==> src/hdl/wdslp_pkg.sv <==
// Purpose: constants and types for the watchdog, sleep and wake control
// Assumes: one clock mclk, synchronous active-high reset srst
// Notes: cpu status image sits at offset 0x06, 8 bits wide
// Behaviour
// - counter and postscaler time the power-up delay during power-on reset
// - plain timer mode counts on the main device clock
// - software has no read or write path to counter or postscaler
// - plain timer overflows after 65536 oscillator periods
// - plain timer overflow clears time-out flag, no reset
// - clear-watchdog instruction sets time-out flag back to one
// - plain timer holds its value while asleep
// - sleep instruction enters power-down and clears counter and postscaler
// - entering sleep clears power-down flag and sets time-out flag
// - sleep stops oscillator driver; ports keep their prior drive state
// - watchdog reset is internal, never pulls master clear pin low
// - wake on por, master clear, watchdog, int pin, port change, timer0 pin
// - only listed peripheral interrupts may wake from sleep
// - reset wake does full reset; interrupt wake continues execution
// - power-down flag set at power-up; time-out flag cleared by watchdog wake
// - sleep instruction prefetches the next program address
// - wake needs source enable; global disable bit does not matter
// - after interrupt wake run prefetched instruction, then vector if enabled
// - pending enabled interrupt at sleep wakes at once, to set, pd clear
// - watchdog counter cleared on every wake
// - crystal modes hold reset 1024 periods on interrupt wake; none in rc mode
// - code protection active when processor mode select is 000
// - protected mode blocks table access from code outside internal memory
// - watchdog disabled when period select is 00
package wdslp_pkg;
  localparam logic [7:0] CPU_STATUS_OFS = 8'h06;
  localparam logic [7:0] CPU_STATUS_RST = 8'h3C;
  localparam int STACK_AVAILABLE_FLAG_BIT = 5;
  localparam int GLOBAL_INT_DISABLE_BIT = 4;
  localparam int TO_BIT = 3;
  localparam int PD_BIT = 2;
  localparam int POR_BIT = 1;
  localparam int BOR_BIT = 0;
  localparam logic [1:0] WPS_DISABLED = 2'h0;
  localparam logic [1:0] WPS_TIMER = 2'h1;
  localparam logic [2:0] PM_PROTECTED = 3'h0;
  localparam logic [1:0] OSC_LF = 2'h0;
  localparam logic [1:0] OSC_XT = 2'h1;
  localparam logic [1:0] OSC_RC = 2'h3;
  localparam int TIMER_PERIODS = 65536;
  localparam int OST_PERIODS = 1024;
  localparam int WDT_W = 16;
  localparam int PS_W = 8;
  localparam int OST_W = 11;
  localparam int PWRT_PERIODS = 4096;
  localparam logic [WDT_W-1:0] WDT_MAX = 16'hFFFF;
  localparam logic [WDT_W-1:0] PWRT_LAST =
    WDT_W'(PWRT_PERIODS - 1);
  localparam logic [OST_W-1:0] OST_LAST =
    OST_W'(OST_PERIODS - 1);
  localparam int PERIPH_N = 6;
  typedef enum logic [2:0] {
    WDSLP_RESET = 3'b000,
    WDSLP_RUN = 3'b001,
    WDSLP_SLEEP = 3'b011,
    WDSLP_OST = 3'b010,
    WDSLP_PREF = 3'b110
  } wdslp_state_t;
endpackage

==> src/hdl/wdslp_ctr_if.sv <==
// Purpose: carries counter control between top and counter
// Assumes: one clock domain
// Notes: none
interface wdslp_ctr_if;
  logic clr;
  logic inc;
  logic [15:0] value;
  logic ovf;
  modport ctl (output clr, output inc, input value, input ovf);
  modport ctr (input clr, input inc, output value, output ovf);
endinterface

==> src/hdl/wdslp_counter.sv <==
// Purpose: watchdog counter plus postscaler as one clearable count
// Assumes: inc is a one-cycle enable
// Notes: ovf pulses when the 16-bit count wraps
module wdslp_counter
  import wdslp_pkg::*;
(
  // clock and reset
  input wire logic mclk,
  input wire logic srst,
  input wire logic ce,
  // control
  wdslp_ctr_if.ctr c
);
  logic [WDT_W-1:0] cnt_r;
  logic ovf_r;
  // counter, clear beats increment
  always_ff @(posedge mclk) begin
    if (srst) begin
      cnt_r <= '0;
      ovf_r <= 1'b0;
    end else if (ce) begin
      ovf_r <= 1'b0;
      if (c.clr) begin
        cnt_r <= '0;
      end else if (c.inc) begin
        cnt_r <= cnt_r + 1'b1;
        ovf_r <= (cnt_r == WDT_MAX);
      end
    end
  end
  assign c.value = cnt_r;
  assign c.ovf = ovf_r;
endmodule

==> src/hdl/wdslp_top.sv <==
// Purpose: watchdog as plain timer, sleep entry, wake and table gating
// Assumes: core pulses instr_* one cycle; inputs synchronous to mclk
// Notes: counter value is never visible on the register port
module wdslp_top
  import wdslp_pkg::*;
(
  // clock, reset, enable
  input wire logic mclk,
  input wire logic srst,
  input wire logic ce,
  // reset sources
  input wire logic por_evt,
  input wire logic bor_evt,
  input wire logic mclr_evt,
  input wire logic wdt_reset_evt,
  // configuration fields
  input wire logic [1:0] watchdog_period_select,
  input wire logic [2:0] processor_mode_select,
  input wire logic [1:0] osc_mode,
  // core instructions
  input wire logic clear_watchdog_instr,
  input wire logic sleep_instr,
  input wire logic [15:0] pc,
  // interrupt sources: flags and enables
  input wire logic int_pin_flag,
  input wire logic int_pin_en,
  input wire logic rb_change_flag,
  input wire logic rb_change_en,
  input wire logic timer0_clock_input_flag,
  input wire logic timer0_clock_input_en,
  input wire logic [PERIPH_N-1:0] periph_wake_flag,
  input wire logic [PERIPH_N-1:0] periph_wake_en,
  input wire logic stack_available_flag,
  // table access
  input wire logic table_req,
  input wire logic fetch_internal,
  // register port
  input wire logic [7:0] reg_addr,
  input wire logic [7:0] reg_wdata,
  input wire logic reg_wr,
  input wire logic reg_rd,
  output logic [7:0] reg_rdata,
  // outputs to core and pads
  output logic device_reset,
  output logic sleeping,
  output logic osc_drive_en,
  output logic prefetch_en,
  output logic [15:0] prefetch_addr,
  output logic vector_take,
  output logic table_grant,
  output logic code_protected,
  output logic timer_overflow,
  output logic mclr_pull_oe
);
  wdslp_ctr_if cif ();
  wdslp_counter u_ctr (
    .mclk(mclk),
    .srst(srst),
    .ce(ce),
    .c(cif)
  );

  wdslp_state_t state_r, state_nxt;
  logic timeout_flag_r, powerdown_flag_r, global_int_disable_r;
  logic por_flag_r, bor_flag_r;
  logic [OST_W-1:0] ost_r;
  logic wdt_off, timer_mode, int_wake, wake_any, crystal, rst_evt;

  // pending, enabled sources; global disable deliberately ignored
  function automatic logic wake_pending(input logic [8:0] f,
                                        input logic [8:0] e);
    return |(f & e);
  endfunction

  assign wdt_off = (watchdog_period_select == WPS_DISABLED);
  assign timer_mode = (watchdog_period_select == WPS_TIMER);
  assign crystal = (osc_mode == OSC_XT) || (osc_mode == OSC_LF);
  // only listed wake-capable peripherals are wired in
  assign int_wake = wake_pending({int_pin_flag, rb_change_flag, timer0_clock_input_flag,
                                  periph_wake_flag},
                                 {int_pin_en, rb_change_en, timer0_clock_input_en,
                                  periph_wake_en});
  assign wake_any = int_wake;
  // a disabled watchdog cannot restart the device
  assign rst_evt = por_evt || bor_evt || mclr_evt ||
                   (wdt_reset_evt && !wdt_off);

  // state machine
  always_comb begin
    state_nxt = state_r;
    case (state_r)
      WDSLP_RESET: begin
        // power-up delay timed on the shared counter and postscale
        if (cif.value == PWRT_LAST) state_nxt = WDSLP_RUN;
      end
      WDSLP_RUN: begin
        if (sleep_instr) begin
          if (wake_any) state_nxt = WDSLP_PREF;
          else state_nxt = WDSLP_SLEEP;
        end
      end
      WDSLP_SLEEP: begin
        if (wake_any) begin
          state_nxt = crystal ? WDSLP_OST : WDSLP_PREF;
        end
      end
      WDSLP_OST: begin
        if (ost_r == OST_LAST) state_nxt = WDSLP_PREF;
      end
      WDSLP_PREF: state_nxt = WDSLP_RUN;
      default: state_nxt = WDSLP_RESET;
    endcase
    // reset sources win from any state so the outputs follow at once
    if (rst_evt) state_nxt = WDSLP_RESET;
  end

  // state register; reset events are already folded into state_nxt
  always_ff @(posedge mclk) begin
    if (srst) begin
      state_r <= WDSLP_RESET;
    end else if (ce) begin
      state_r <= state_nxt;
    end
  end

  // start-up timer runs only in its own state
  always_ff @(posedge mclk) begin
    if (srst) begin
      ost_r <= '0;
    end else if (ce) begin
      if (state_r == WDSLP_OST) ost_r <= ost_r + 1'b1;
      else ost_r <= '0;
    end
  end

  // counter steering: the core has no path to the value
  always_comb begin
    cif.clr = clear_watchdog_instr || sleep_instr
           || (state_r == WDSLP_SLEEP && wake_any)
           || (state_r == WDSLP_RUN && !timer_mode)
           // restart on any reset, fresh count once reset ends
           || rst_evt
           || (state_r == WDSLP_RESET && state_nxt != WDSLP_RESET);
    // counts mclk, frozen asleep
    cif.inc = (state_r == WDSLP_RESET) ||
              (state_r == WDSLP_RUN && timer_mode);
  end

  // status flags; an overflow beats a same-cycle clear instruction
  always_ff @(posedge mclk) begin
    if (srst) begin
      timeout_flag_r <= CPU_STATUS_RST[TO_BIT];
      powerdown_flag_r <= CPU_STATUS_RST[PD_BIT];
      global_int_disable_r <= CPU_STATUS_RST[GLOBAL_INT_DISABLE_BIT];
      por_flag_r <= 1'b0;
      bor_flag_r <= 1'b0;
    end else if (ce) begin
      if (por_evt) begin
        timeout_flag_r <= 1'b1;
        powerdown_flag_r <= 1'b1;
        global_int_disable_r <= 1'b1;
        por_flag_r <= 1'b0;
        bor_flag_r <= 1'b0;
      end else begin
        if (reg_wr && reg_addr == CPU_STATUS_OFS) begin
          global_int_disable_r <= reg_wdata[GLOBAL_INT_DISABLE_BIT];
          // software may only set the power-on/brown-out indicators
          por_flag_r <= por_flag_r | reg_wdata[POR_BIT];
          bor_flag_r <= bor_flag_r | reg_wdata[BOR_BIT];
        end
        if (bor_evt) bor_flag_r <= 1'b0;
        if (wdt_reset_evt && !wdt_off && state_r == WDSLP_SLEEP)
          timeout_flag_r <= 1'b0;
        else if (cif.ovf && state_r == WDSLP_RUN)
          timeout_flag_r <= 1'b0;
        else if (clear_watchdog_instr)
          timeout_flag_r <= 1'b1;
        else if (state_r == WDSLP_RUN && sleep_instr) begin
          timeout_flag_r <= 1'b1;
        end
        if (state_r == WDSLP_RUN && sleep_instr)
          powerdown_flag_r <= 1'b0;
        else if (clear_watchdog_instr)
          powerdown_flag_r <= 1'b1;
      end
    end
  end

  // register read, one cycle later; counter value never mapped
  always_ff @(posedge mclk) begin
    if (srst) begin
      reg_rdata <= 8'h00;
    end else if (ce) begin
      if (reg_rd && reg_addr == CPU_STATUS_OFS)
        reg_rdata <= {2'b00, stack_available_flag, global_int_disable_r,
                      timeout_flag_r, powerdown_flag_r, por_flag_r,
                      bor_flag_r};
      else
        reg_rdata <= 8'h00;
    end
  end

  // core-facing outputs, all registered
  always_ff @(posedge mclk) begin
    if (srst) begin
      device_reset <= 1'b1;
      sleeping <= 1'b0;
      osc_drive_en <= 1'b1;
      prefetch_en <= 1'b0;
      prefetch_addr <= 16'h0000;
      vector_take <= 1'b0;
      timer_overflow <= 1'b0;
      mclr_pull_oe <= 1'b0;
    end else if (ce) begin
      // start-up timer holds the device in reset
      device_reset <= (state_nxt == WDSLP_RESET) ||
                      (state_nxt == WDSLP_OST);
      sleeping <= (state_nxt == WDSLP_SLEEP);
      // ports are untouched here, only the oscillator stops
      osc_drive_en <= (state_nxt != WDSLP_SLEEP);
      prefetch_en <= (state_r == WDSLP_RUN && sleep_instr) ||
                     (state_nxt == WDSLP_PREF);
      if (state_r == WDSLP_RUN && sleep_instr)
        prefetch_addr <= pc + 16'h0001;
      vector_take <= (state_r == WDSLP_PREF) &&
                     !global_int_disable_r;
      timer_overflow <= cif.ovf && (state_r == WDSLP_RUN);
      mclr_pull_oe <= 1'b0;
    end
  end

  // table access gate
  always_ff @(posedge mclk) begin
    if (srst) begin
      table_grant <= 1'b0;
      code_protected <= 1'b0;
    end else if (ce) begin
      code_protected <= (processor_mode_select == PM_PROTECTED);
      table_grant <= table_req &&
        (processor_mode_select != PM_PROTECTED || fetch_internal);
    end
  end
endmodule

==> config.mk <==
export PLATFORM = sky130hd
export DESIGN_NAME = wdslp_top
export DESIGN_NICKNAME = d
export VERILOG_FILES = /design/src/hdl/wdslp_pkg.sv /design/src/hdl/wdslp_ctr_if.sv /design/src/hdl/wdslp_counter.sv /design/src/hdl/wdslp_top.sv
export SDC_FILE = /design/constraint.sdc
export NUM_CORES = 1
export LEC_CHECK = 0
export ABC_AREA = 0
export BUFFER_PORTS_ARGS = -buffer_cell sky130_fd_sc_hd__buf_2
export CAP_MARGIN = 0
export CORE_MARGIN = 3
export CORE_UTILIZATION = 51
export CTS_CLUSTER_SIZE = 10
export DETAILED_ROUTE_END_ITERATION = 10
export PLACE_DENSITY = 0.83
export SETUP_SLACK_MARGIN = 0.5
export SYNTH_ARGS = -nofsm -noshare
export SYNTH_HDL_FRONTEND = slang
export SYNTH_SLANG_ARGS = --single-unit
==> constraint.sdc <==
create_clock -name mclk -period 2.7 [get_ports mclk]
set_input_delay 0.135 -clock mclk [delete_from_list [all_inputs] [get_ports mclk]]
set_output_delay 0.135 -clock mclk [all_outputs]
set_load 0.005 [all_outputs]
==> results of run 1 <==
==> state kept, by name, summed over array words and instances (netlist names) <==
signal,count
device_reset,1
u_ctr.c.value,16
global_int_disable_r,1
code_protected,1
timeout_flag_r,1
prefetch_addr,16
prefetch_en,1
sleeping,1
table_grant,1
state_r,3
u_ctr.c.ovf,1
powerdown_flag_r,1
osc_drive_en,1
bor_flag_r,1
por_flag_r,1
reg_rdata,6
timer_overflow,1
vector_take,1
ost_r,11
==> cell families (layout without fill, tap and decap cells) <==
group / after synthesis / count (layout) / share of synthesized area, %
flip-flops: 66 / 66 / 39.92
XOR/XNOR: 21 / 21 / 5.558
other: 1 / 3 / 0.1133
multiplexers: 5 / 5 / 1.512
adder cells (fa/ha/maj): 3 / 3 / 1.134
buffers and inverters: 29 / 125 / 4.348
AO/OA/AOI/OAI: 88 / 88 / 19.21
AND/OR/NAND/NOR: 176 / 176 / 28.20
==> final timing paths <==
check                                startpoint                                end  slack, ps
setup / recovery  u_ctr.c.value[0]$_SDFFE_PP0P_     u_ctr.c.value[11]$_SDFFE_PP0P_        480
setup reg to reg  u_ctr.c.value[0]$_SDFFE_PP0P_     u_ctr.c.value[11]$_SDFFE_PP0P_        480
hold reg to reg     code_protected$_SDFFE_PP0P_        code_protected$_SDFFE_PP0P_        470
hold / removal                     reg_wdata[4]  global_int_disable_r$_SDFFE_PP1P_         20
==> tightest hold or removal path: cells and delay by family <==
kind / cells / cell delay [ps]
buffers and inverters: 1 / 80
and+or+nand+nor: 1 / 60
muxes: 1 / 60
==> area by class of cell <==
cell class / instances / area share [%]
clock inverter: 4 / 1.866
tap: 75 / 2.294
timing repair buffer: 104 / 13.40
inverter: 6 / 0.5506
clock buffer: 11 / 3.457
multi-input combinational: 296 / 46.01
sequential: 66 / 32.43
==> repair_timing <==
action,in CTS,in global routing
pin swaps,1,2
endpoints found under the hold margin,1,0
setup endpoints to repair,7,20
buffers inserted,0,3
resized for setup,1,8
hold buffers,1,0
==> cells in the mapped netlist (5+ instances only) <==
cell type	n	share of area [%]
nor3_1	5	0.76
a22oi_1	9	2.0
clkbuf_1	11	1.2
a211o_1	6	1.6
buf_4	5	1.1
inv_1	6	0.68
xor2_1	15	4.0
mux2i_1	5	1.5
a21oi_1	15	2.3
o21ai_0	11	1.7
nand2_1	30	3.4
a211oi_1	16	3.6
and3_1	13	2.5
nand3_1	20	3.0
nor4_1	8	1.5
nor2_1	54	6.1
dfxtp_1	66	40
xnor2_1	6	1.6
nand4_1	7	1.3
==> through the flow <==
stage / instance area (µm²) / util [%] / hold slack, ps / power [mW]
floorplan: 3319 / - / 230.6 / 1.073
global placement: 3810 / 62.50 / 347.1 / 1.139
detailed placement: 3810 / 62.50 / 349.7 / 1.144
CTS: 4039 / 66.26 / 7.041 / 2.057
global route: 4090 / 67.10 / 20.65 / 2.125
finish: 4090 / 67.10 / 16.74 / 2.053
==> metal layers <==
layer  wire length, µm  up-vias
met5                 0        -
met4               225        0
met1              3575     1588
li1                  -     1614
met2              4226      134
met3               646       21
==> power breakdown <==
group | switching, mW | internal (mW) | leakage [nW] | total, mW
clock network | 0.384 | 0.542 | 0.106 | 0.926
logic | 0.0841 | 0.0650 | 1.05 | 0.149
registers | 0.00217 | 0.976 | 0.534 | 0.978
==> key figures, run 1 <==
Status
  • Run status: complete, no violations

Route
  • Initial DRC count: 237
  • DR vias/cell: between 5 and 6
  • Drt pass-1 iters: 4
  • Number of remaining DRC errors: 0
  • Drt total wl: a little under 9000 µm
  • Post-route ant nets: 0
  • WL per Instance: approximately 15 µm
  • DR vias: 3,357

Placed design
  • Cells after DPL: 543
  • Place WS: 449.4 ps
  • Port buffer count: between 90 and 100
  • Routability cong.: 0.9321
  • Post-DP HPWL: 5919 µm

Global route
  • GR Util met3: 5.608%
  • Grt peak-use layer: met2
  • Grt ovf: 0
  • Antenna violations before repair: 0
  • GRT Util Overall: 23.63%
  • Largest net degree at the start of global routing: 43
  • First-pass GRT wire length: 14,110 µm
  • Met1 global-route usage: 28.55%
  • Global routing usage on met2: between 30% and 40%
  • Number of global-route vias before repair: 3,061

Synth
  • Yosys Warn Count: 0
  • Ys flop type: dfxtp_1
  • Ys async rst share: 0%
  • Sequential area share after synthesis: 39.92%
  • Synth Register Bits: 66
  • EDFF count, synth: 0
  • Netlist Area Pre-Place: 3309 µm²
  • Synth cell types: 66
  • Mapped Cells: 389
  • Syn avg cell area: 8.508 µm²

Critical path
  • Critical path class: register to register
  • Critical Path Stages: 8
  • Crit path capture type: register
  • Arr. time, crit path: 2510 ps
  • FF-to-FF path depth: 8
  • Slowest cell on crit path: or4_4
  • Delay-heaviest family, CP: simple AND/OR/NAND/NOR gates
  • Req. time, crit path: 3000 ps
  • Worst path max stage delay: 550 ps
  • Crit path cell chain: ha_2, and3_1, nand4_4, nor2_4, or4_4, buf_4, nor4_1, a211o_1
  • Buffers & Inverters on Critical Path: 1
  • Maximum fanout along the worst path: 5
  • CP startpoint kind: register

Clock tree
  • CTS Buf Count: 9
  • H-tree depth: 3
  • CTS tree: yes
  • Maximum root-to-sink buffer count: 2
  • Clk slew on worst S/H paths: roughly 70 ps
  • Worst skew pair latency: 360 ps
  • Sink Count: 66
  • Root Buffer: clkbuf_8

Timing
  • Worst Clk Skew: 11.11 ps
  • Final TNS setup: 0 ps
  • Tmin final: roughly 2200 ps
  • Max-slew violations: 0
  • Worst-Margin Slew: 1116 ps
  • Final period util: 82.09%
  • Setup violators final: 0
  • Final Hold Viols: 0
  • Final Worst Setup Slack: 483.6 ps
  • Max_slew headroom: between 20% and 30%
  • F_max: 451.2 MHz
  • RSZ-0062 raised after global routing: false

Pwr
  • Pwr/cell area: 501.9 nW/µm²
  • VDD IR-drop max: 0.3253 mV
  • Leak pwr: 1.693 nW

Min path
  • Hold Path Depth: 3
  • Worst Hold Class: input port to register

Floorplan
  • IO Count: 104
  • DIE AREA: approximately 7500 µm²
  • Die W: 86.56 µm
  • Initial Utilization: between 50 and 60%
  • Die Ht: 86.56 µm
  • Core box area: 6096 µm²
  • Cell Rows: 28

Layout
  • Ant diodes: 0
  • Fraction of layout cells with a size suffix above 1: 28.54%
  • Area growth syn-to-layout: 23.59%
  • Multi-input logic area: 1882 µm²
  • Sequential standard cell area: between 1000 and 1500 µm²
  • Most common cell after layout, fill and taps aside: buf_2
  • Finished Layout Cells: 562
  • Filler cell count: between 400 and 500
  • Commonest cells after routing, fill and taps aside: buf_2 (94), dfxtp_1 (62), nor2_1 (52)
  • Net count, final: 557

Flow run
  • Max Cap Viol: 0
(Power assumes the default switching activity.)
==> run 2, diff against run 1 <==
Settings changed: ABC_AREA 0 to 1, CORE_UTILIZATION 51 to 46, PLACE_DENSITY 0.83 to 0.79.
Clock period 2.7 ns to 1.8 ns, I/O delays scaled along.
==> run 2 against run 1 <==
Compared with the run above:
- the flow now finishes with violations (hold timing)
- flip-flop and latch count unchanged
- synthesized cell count increased by 20%
- utilization is 7.4 points higher
- combinational power rose to 2.8 times the previous value
- register-to-register slack got worse by 340 ps
==> key figures, run 2 <==
Route
  • WL per Instance: 15.25 µm (was 15.43 µm)
  • DR vias/cell: 5.354 (was 5.973)
  • Drt pass-1 iters: 5 (was 4)
  • Post-route ant nets: 0 (unchanged)
  • DR vias: 3,823 (was 3,357)
  • Initial DRC count: 168 (was 237)
  • Drt total wl: 10,890 µm (was 8672 µm)
  • Number of remaining DRC errors: 0 (unchanged)

Layout
  • Ant diodes: 0 (unchanged)
  • Fraction of layout cells with a size suffix above 1: 44.01% (was 28.54%)
  • Area growth syn-to-layout: 53.07% (was 23.59%)
  • Commonest cells after routing, fill and taps aside: buf_2 (94), nand2_1 (70), dfxtp_1 (56) (was buf_2 (94), dfxtp_1 (62), nor2_1 (52))
  • Most common cell after layout, fill and taps aside: buf_2 (unchanged)
  • Final non-filler cell area: 5175 µm² (was 4090 µm²)
  • Net count, final: 687 (was 557)

Critical path
  • Crit path capture type: register (unchanged)
  • Worst r2r src: u_ctr.c.value[1]$_SDFFE_PP0P_ (was u_ctr.c.value[0]$_SDFFE_PP0P_)
  • Slowest cell on crit path: dfxtp_2 (was or4_4)
  • Buffers & Inverters on Critical Path: 0 (was 1)
  • Crit path cell chain: ha_4, nand3_4, nor2_4, nand2_4, nor2_4, nor2_2, nand3_2, nand2_2, nand2_2, nand2_2, nand2_2, nand2_4, nand2_4, nor2_1 (was ha_2, and3_1, nand4_4, nor2_4, or4_4, buf_4, nor4_1, a211o_1)
  • Critical Path End: u_ctr.c.value[6]$_SDFFE_PP0P_ (was u_ctr.c.value[11]$_SDFFE_PP0P_)
  • CP dominant cell by count: nand2_2
  • CP startpoint: u_ctr.c.value[1]$_SDFFE_PP0P_ (was u_ctr.c.value[0]$_SDFFE_PP0P_)
  • Delay-heaviest family, CP: simple AND/OR/NAND/NOR gates (unchanged)
  • Worst path max stage delay: 360 ps (was 550 ps)
  • CP startpoint kind: register (unchanged)
  • Crit Reg-Reg Endpoint: u_ctr.c.value[6]$_SDFFE_PP0P_ (was u_ctr.c.value[11]$_SDFFE_PP0P_)
  • Critical Path Stages: 14 (was 8)
  • Flop-to-flop setup slack: 140 ps (was 480 ps)
  • Req. time, crit path: 2020 ps (was 3000 ps)
  • Maximum fanout along the worst path: 6 (was 5)
  • Critical path class: register to register (unchanged)
  • Arr. time, crit path: 1880 ps (was 2510 ps)
  • FF-to-FF path depth: 14 (was 8)

Clock tree
  • Sink Count: 66 (unchanged)
  • Maximum root-to-sink buffer count: 2 (unchanged)
  • H-tree depth: 3 (unchanged)
  • Worst skew pair latency: 340 ps (was 360 ps)
  • CTS tree: yes (unchanged)
  • CTS Buf Count: 9 (unchanged)
  • Root Buffer: clkbuf_8 (unchanged)
  • Clk slew on worst S/H paths: 80 ps (was 70 ps)

Placed design
  • Routability cong.: 0.8616 (was 0.9321)
  • DP Area: 4079 µm² (was 3810 µm²)
  • Place WS: 51.75 ps (was 449.4 ps)
  • Port buffer count: 94 (unchanged)
  • Post-DP HPWL: 6192 µm (was 5919 µm)

Status
  • Failing checks: hold timing
  • Run status: finished with violations (was complete, no violations)

Timing
  • Worst Clk Skew: 8.669 ps (was 11.11 ps)
  • Worst-Margin Slew: 505.1 ps (was 1116 ps)
  • Max_slew headroom: 66.29% (was 24.80%)
  • Tmin final: 1658 ps (was 2216 ps)
  • F_max: 603.3 MHz (was 451.2 MHz)
  • Hold_ws: -5.662 ps (was 16.74 ps)
  • Final period util: 92.09% (was 82.09%)
  • Final Worst Setup Slack: 142.3 ps (was 483.6 ps)
  • RSZ-0062 raised after global routing: true (was false)
  • Final TNS setup: 0 ps (unchanged)
  • Max-slew violations: 0 (unchanged)
  • Final Hold Viols: 1 (was 0)
  • Setup violators final: 0 (unchanged)

Synth
  • Synth area leaders: dfxtp_1 (39%), nand2_1 (8.8%), nor2_1 (6.4%) (was dfxtp_1 (40%), nor2_1 (6.1%), xor2_1 (4.0%))
  • Sequential area share after synthesis: 39.08% (was 39.92%)
  • Netlist Area Pre-Place: 3381 µm² (was 3309 µm²)
  • EDFF count, synth: 0 (unchanged)
  • Synth Register Bits: 66 (unchanged)
  • Yosys Warn Count: 0 (unchanged)
  • Synth cell types: 41 (was 66)
  • Ys async rst share: 0% (unchanged)
  • Synth top area share: 39.08% (was 39.92%)
  • Yosys top cell by area: dfxtp_1 (unchanged)
  • Top-count cell post-synth: nand2_1 (was dfxtp_1)
  • Ys flop type: dfxtp_1 (unchanged)
  • Synth top cells by count: nand2_1 (79), dfxtp_1 (66), nor2_1 (58) (was dfxtp_1 (66), nor2_1 (54), nand2_1 (30))
  • Syn avg cell area: 7.224 µm² (was 8.508 µm²)
  • Mapped Cells: 468 (was 389)

Global route
  • Antenna violations before repair: 0 (unchanged)
  • Grt ovf: 0 (unchanged)
  • First-pass GRT wire length: 16,420 µm (was 14,110 µm)
  • Largest net degree at the start of global routing: 25 (was 43)
  • GRT Util Overall: 23.82% (was 23.63%)
  • Number of global-route vias before repair: 3,624 (was 3,061)

Pwr
  • Leak pwr: 2.278 nW (was 1.693 nW)
  • VDD IR-drop max: 0.5710 mV (was 0.3253 mV)
  • Pwr/cell area: 616.7 nW/µm² (was 501.9 nW/µm²)

Floorplan
  • DIE AREA: 8414 µm² (was 7492 µm²)
  • IO Count: 104 (unchanged)
  • Initial Utilization: 48.68% (was 54.29%)
  • Die W: 91.73 µm (was 86.56 µm)
  • Die Ht: 91.73 µm (was 86.56 µm)
  • Core box area: 6944 µm² (was 6096 µm²)
  • Cell Rows: 30 (was 28)

Flow run
  • Max Cap Viol: 0 (unchanged)

Min path
  • Worst Hold Class: input port to register (unchanged)
==> run 2: cell count changes in the layout (fill, tap and decap cells not counted), moves of 10 or more <==
| cell | before | now |
|---|---|---|
| buf_4 | 9 | 35 |
| a21oi_2 | 0 | 12 |
| o21ai_2 | 0 | 12 |
| inv_1 | 6 | 44 |
| a211oi_1 | 16 | 0 |
| nand2_1 | 30 | 70 |
| buf_6 | 0 | 10 |
| and3_1 | 13 | 0 |
==> run 2: what timing repair did <==
item | CTS | global route
hold endpoints to repair | 2 | 0
pin swaps | 42 | 31
cloned | 5 | 0
buffers inserted | 22 | 9
resized for setup | 100 | 53
setup endpoints to repair | 51 | 52
hold buffers | 2 | 0
==> run 2: routing by layer <==
metal	global-route usage, %	up-vias	wire length, µm
li1	-	1825	-
met1	27.79	1814	4469
met2	42.73	161	5509
met3	5.742	23	751
met4	7.550	0	158
met5	0	-	0
==> run 2: final cells by class <==
| class | count | area (µm²) |
|---|---|---|
| clock buffers | 10 | 137.6 |
| clock inverters | 6 | 66.31 |
| fillers | 464 | 1769 |
| inverters | 54 | 222.7 |
| multi-input cells | 334 | 2261 |
| flip-flops and latches | 66 | 1339 |
| well taps | 96 | 120.1 |
| repair buffers | 148 | 1028 |
==> run 2: worst min path at each step <==
stage	from	to	slack, ps	cells after the start
2_1_floorplan	pc[0]	prefetch_addr[0]$_SDFFE_PP0P_	180	1
3_3_place_gp	pc[0]	prefetch_addr[0]$_SDFFE_PP0P_	300	2
3_5_place_dp	pc[0]	prefetch_addr[0]$_SDFFE_PP0P_	310	2
4_1_cts	stack_available_flag	reg_rdata[5]$_SDFFE_PP0P_	9	3
5_1_grt	stack_available_flag	reg_rdata[5]$_SDFFE_PP0P_	20	3
6_report	reg_wdata[1]	por_flag_r$_SDFFE_PP0P_	-6	3
==> run 2: logic make-up (layout without fill, tap and decap cells) <==
kind of cell	after synthesis	in the layout	share of synthesized area [%]
flops	66	66	39.08
xor+xnor	24	24	6.218
other cells	1	3	0.1109
simple gates	219	220	30.75
compound gates	84	84	14.03
buf+inv	71	218	8.697
fa+ha+maj	3	3	1.110
==> run 2: worst register-to-register path: cells and delay by family (launching register included) <==
family	cells	cell delay, ps
adders and majority gates	1	150
DFF	1	360
and+or+nand+nor	13	1040
==> run 2: metrics by stage <==
stage	total power [mW]	hold slack, ps	instances	util (%)
after detailed placement	1.841	310.0	660	58.74
after floorplan	1.704	180.0	470	-
final	3.191	-5.662	714	74.52
after global routing	3.303	17.62	714	74.52
after global placement	1.834	300.3	660	58.74
after CTS	3.148	9.314	705	70.31
==> run 2: report_power, final <==
group / internal (mW) / switching (mW)
Combinational: 0.183 / 0.233
Clock: 0.677 / 0.596
Sequential: 1.48 / 0.0192
==> run 3, diff against run 2 <==
==> constraint.sdc (replaced) <==
create_clock -name mclk -period 1.8 [get_ports mclk]
set_input_delay 0.36 -clock mclk [delete_from_list [all_inputs] [get_ports mclk]]
set_output_delay 0.36 -clock mclk [all_outputs]
set_load 0.005 [all_outputs]
==> run 3 against run 2 <==
Compared with the run above:
- the flow now finishes without violations
- worst setup slack got worse by 120 ps
- utilization fell by 1.0 points
- via count rose by 1.5%
- register-to-register slack got worse by 120 ps
- final area fell by 1.4%
- largest cell class unchanged
==> key figures, run 3 (synthesized netlist as in run 2, its figures left out) <==
Pwr
  • Total power: 3.274 mW (was 3.191 mW)
  • Pwr/cell area: 641.6 nW/µm² (was 616.7 nW/µm²)
  • Leak pwr: 2.230 nW (was 2.278 nW)
  • VDD IR-drop max: 0.4844 mV (was 0.5710 mV)

Floorplan
  • Initial Utilization: 48.68% (unchanged)
  • IO Count: 104 (unchanged)
  • Die Ht: 91.73 µm (unchanged)
  • Core box area: 6944 µm² (unchanged)
  • DIE AREA: 8414 µm² (unchanged)
  • Die W: 91.73 µm (unchanged)
  • Cell Rows: 30 (unchanged)

Flow run
  • Max Cap Viol: 0 (unchanged)

Status
  • Run status: complete, no violations (was finished with violations)

Route
  • DR vias: 3,879 (was 3,823)
  • WL per Instance: 15.32 µm (was 15.25 µm)
  • Post-route ant nets: 0 (unchanged)
  • Drt total wl: 10,940 µm (was 10,890 µm)
  • Number of remaining DRC errors: 0 (unchanged)
  • DR vias/cell: 5.433 (was 5.354)
  • Drt pass-1 iters: 6 (was 5)
  • Initial DRC count: 229 (was 168)

Critical path
  • Crit path capture type: register (unchanged)
  • Req. time, crit path: 2020 ps (about the same)
  • Worst path max stage delay: 370 ps (was 360 ps)
  • Arr. time, crit path: 2000 ps (was 1880 ps)
  • CP startpoint kind: register (unchanged)
  • CP dominant cell by count: nand2_4 (was nand2_2)
  • Maximum fanout along the worst path: 4 (was 6)
  • FF-to-FF path depth: 11 (was 14)
  • Flop-to-flop setup slack: 30 ps (was 140 ps)
  • Crit path cell chain: inv_4, nand3_4, nor2_4, a21oi_1, nor2_1, inv_2, nand2_4, nand2_4, buf_4, nand4_1, a21oi_2 (was ha_4, nand3_4, nor2_4, nand2_4, nor2_4, nor2_2, nand3_2, nand2_2, nand2_2, nand2_2, nand2_2, nand2_4, nand2_4, nor2_1)
  • Slowest cell on crit path: dfxtp_4 (was dfxtp_2)
  • Critical path class: register to register (unchanged)

Timing
  • Setup violators final: 0 (unchanged)
  • Hold_ws: 253.8 ps (was -5.662 ps)
  • Final TNS setup: 0 ps (unchanged)
  • Final Worst Setup Slack: 25.68 ps (was 142.3 ps)
  • F_max: 563.6 MHz (was 603.3 MHz)
  • RSZ-0062 raised after global routing: true (unchanged)
  • Worst-Margin Slew: 551.9 ps (was 505.1 ps)
  • Final period util: 98.57% (was 92.09%)
  • Max-slew violations: 0 (unchanged)
  • Final Hold Viols: 0 (was 1)
  • Max_slew headroom: 63.17% (was 66.29%)
  • Worst Clk Skew: 10.77 ps (was 8.669 ps)
  • Tmin final: 1774 ps (was 1658 ps)

Global route
  • First-pass GRT wire length: 16,210 µm (was 16,420 µm)
  • Number of global-route vias before repair: 3,672 (was 3,624)
  • Antenna violations before repair: 0 (unchanged)
  • Largest net degree at the start of global routing: 24 (was 25)
  • GRT Util Overall: 23.51% (was 23.82%)
  • Grt ovf: 0 (unchanged)

Layout
  • Filler cell count: 464 (unchanged)
  • Net count, final: 689 (was 687)
  • Ant diodes: 0 (unchanged)
  • Commonest cells after routing, fill and taps aside: buf_2 (94), nand2_1 (71), dfxtp_1 (56) (was buf_2 (94), nand2_1 (70), dfxtp_1 (56))
  • Final non-filler cell area: 5104 µm² (was 5175 µm²)
  • Area growth syn-to-layout: 50.96% (was 53.07%)
  • Fraction of layout cells with a size suffix above 1: 43.04% (was 44.01%)
  • Most common cell after layout, fill and taps aside: buf_2 (unchanged)
  • Finished Layout Cells: 714 (unchanged)
  • Final core occ: 73.50% (was 74.52%)

Clock tree
  • CTS tree: yes (unchanged)
  • Root Buffer: clkbuf_8 (unchanged)
  • Sink Count: 66 (unchanged)
  • CTS Buf Count: 9 (unchanged)
  • Maximum root-to-sink buffer count: 2 (unchanged)
  • Clk slew on worst S/H paths: 70 ps (was 80 ps)
  • Worst skew pair latency: 350 ps (was 340 ps)
  • H-tree depth: 3 (unchanged)

Placed design
  • Routability cong.: 0.9191 (was 0.8616)
  • Port buffer count: 94 (unchanged)
  • Cells after DPL: 670 (was 660)
  • DP Area: 4238 µm² (was 4079 µm²)
  • Post-DP HPWL: 6385 µm (was 6192 µm)
  • Place WS: -51.30 ps (was 51.75 ps)

Min path
  • Worst Hold Class: input port to register (unchanged)
  • Hold Path Depth: 3 (unchanged)
## run 3: final timing paths
| path | start | end |
|---|---|---|
| max | state_r[2]$_SDFFE_PP0P_ | u_ctr.c.value[1]$_SDFFE_PP0P_ |
| min | reg_wdata[1] | por_flag_r$_SDFFE_PP0P_ |
| max reg2reg | state_r[2]$_SDFFE_PP0P_ | u_ctr.c.value[1]$_SDFFE_PP0P_ |
| min reg2reg | reg_rdata[5]$_SDFFE_PP0P_ | reg_rdata[5]$_SDFFE_PP0P_ |
## run 3: area by class of cell
cell class              count  area (µm²)  share of cell area (%)
clock buffers              11       141.4                   2.770
multi-input cells         334        2190                   42.90
clock inverters             3       65.06                   1.275
inverters                  54       229.0                   4.486
flip-flops and latches     66        1344                   26.33
repair buffers            150        1015                   19.88
well taps                  96       120.1                   2.354
## run 3: report_power, final
part	total (mW)	leakage (nW)	internal, mW	switching [mW]
logic	0.413	1.58	0.178	0.235
registers	1.50	0.541	1.48	0.0183
clock network	1.36	0.105	0.801	0.559
## run 3: per-layer routing
| layer | track usage, % | vias to the layer above | part of all wire (%) |
|---|---|---|---|
| met5 | 0 | - | 0 |
| met4 | 10.27 | 0 | 3.0 |
| met3 | 5.004 | 41 | 7.1 |
| met2 | 42.24 | 178 | 51 |
| met1 | 26.63 | 1830 | 39 |
| li1 | - | 1830 | - |
## run 3: repair_timing
item | 4_1_cts | 5_1_grt
pin swaps | 37 | 30
resized for setup | 76 | 34
endpoints found under the hold margin | 0 | 0
endpoints found under the setup margin | 50 | 54
hold buffers | 0 | 0
setup buffers | 19 | 7
gates cloned | 4 | 0
## run 3: critical path, delay by kind of cell (launching register included)
kind	cells	cell delay (ps)
flip-flops	1	370
AO/OA/AOI/OAI	2	170
buffers and inverters	3	350
AND/OR/NAND/NOR	6	760
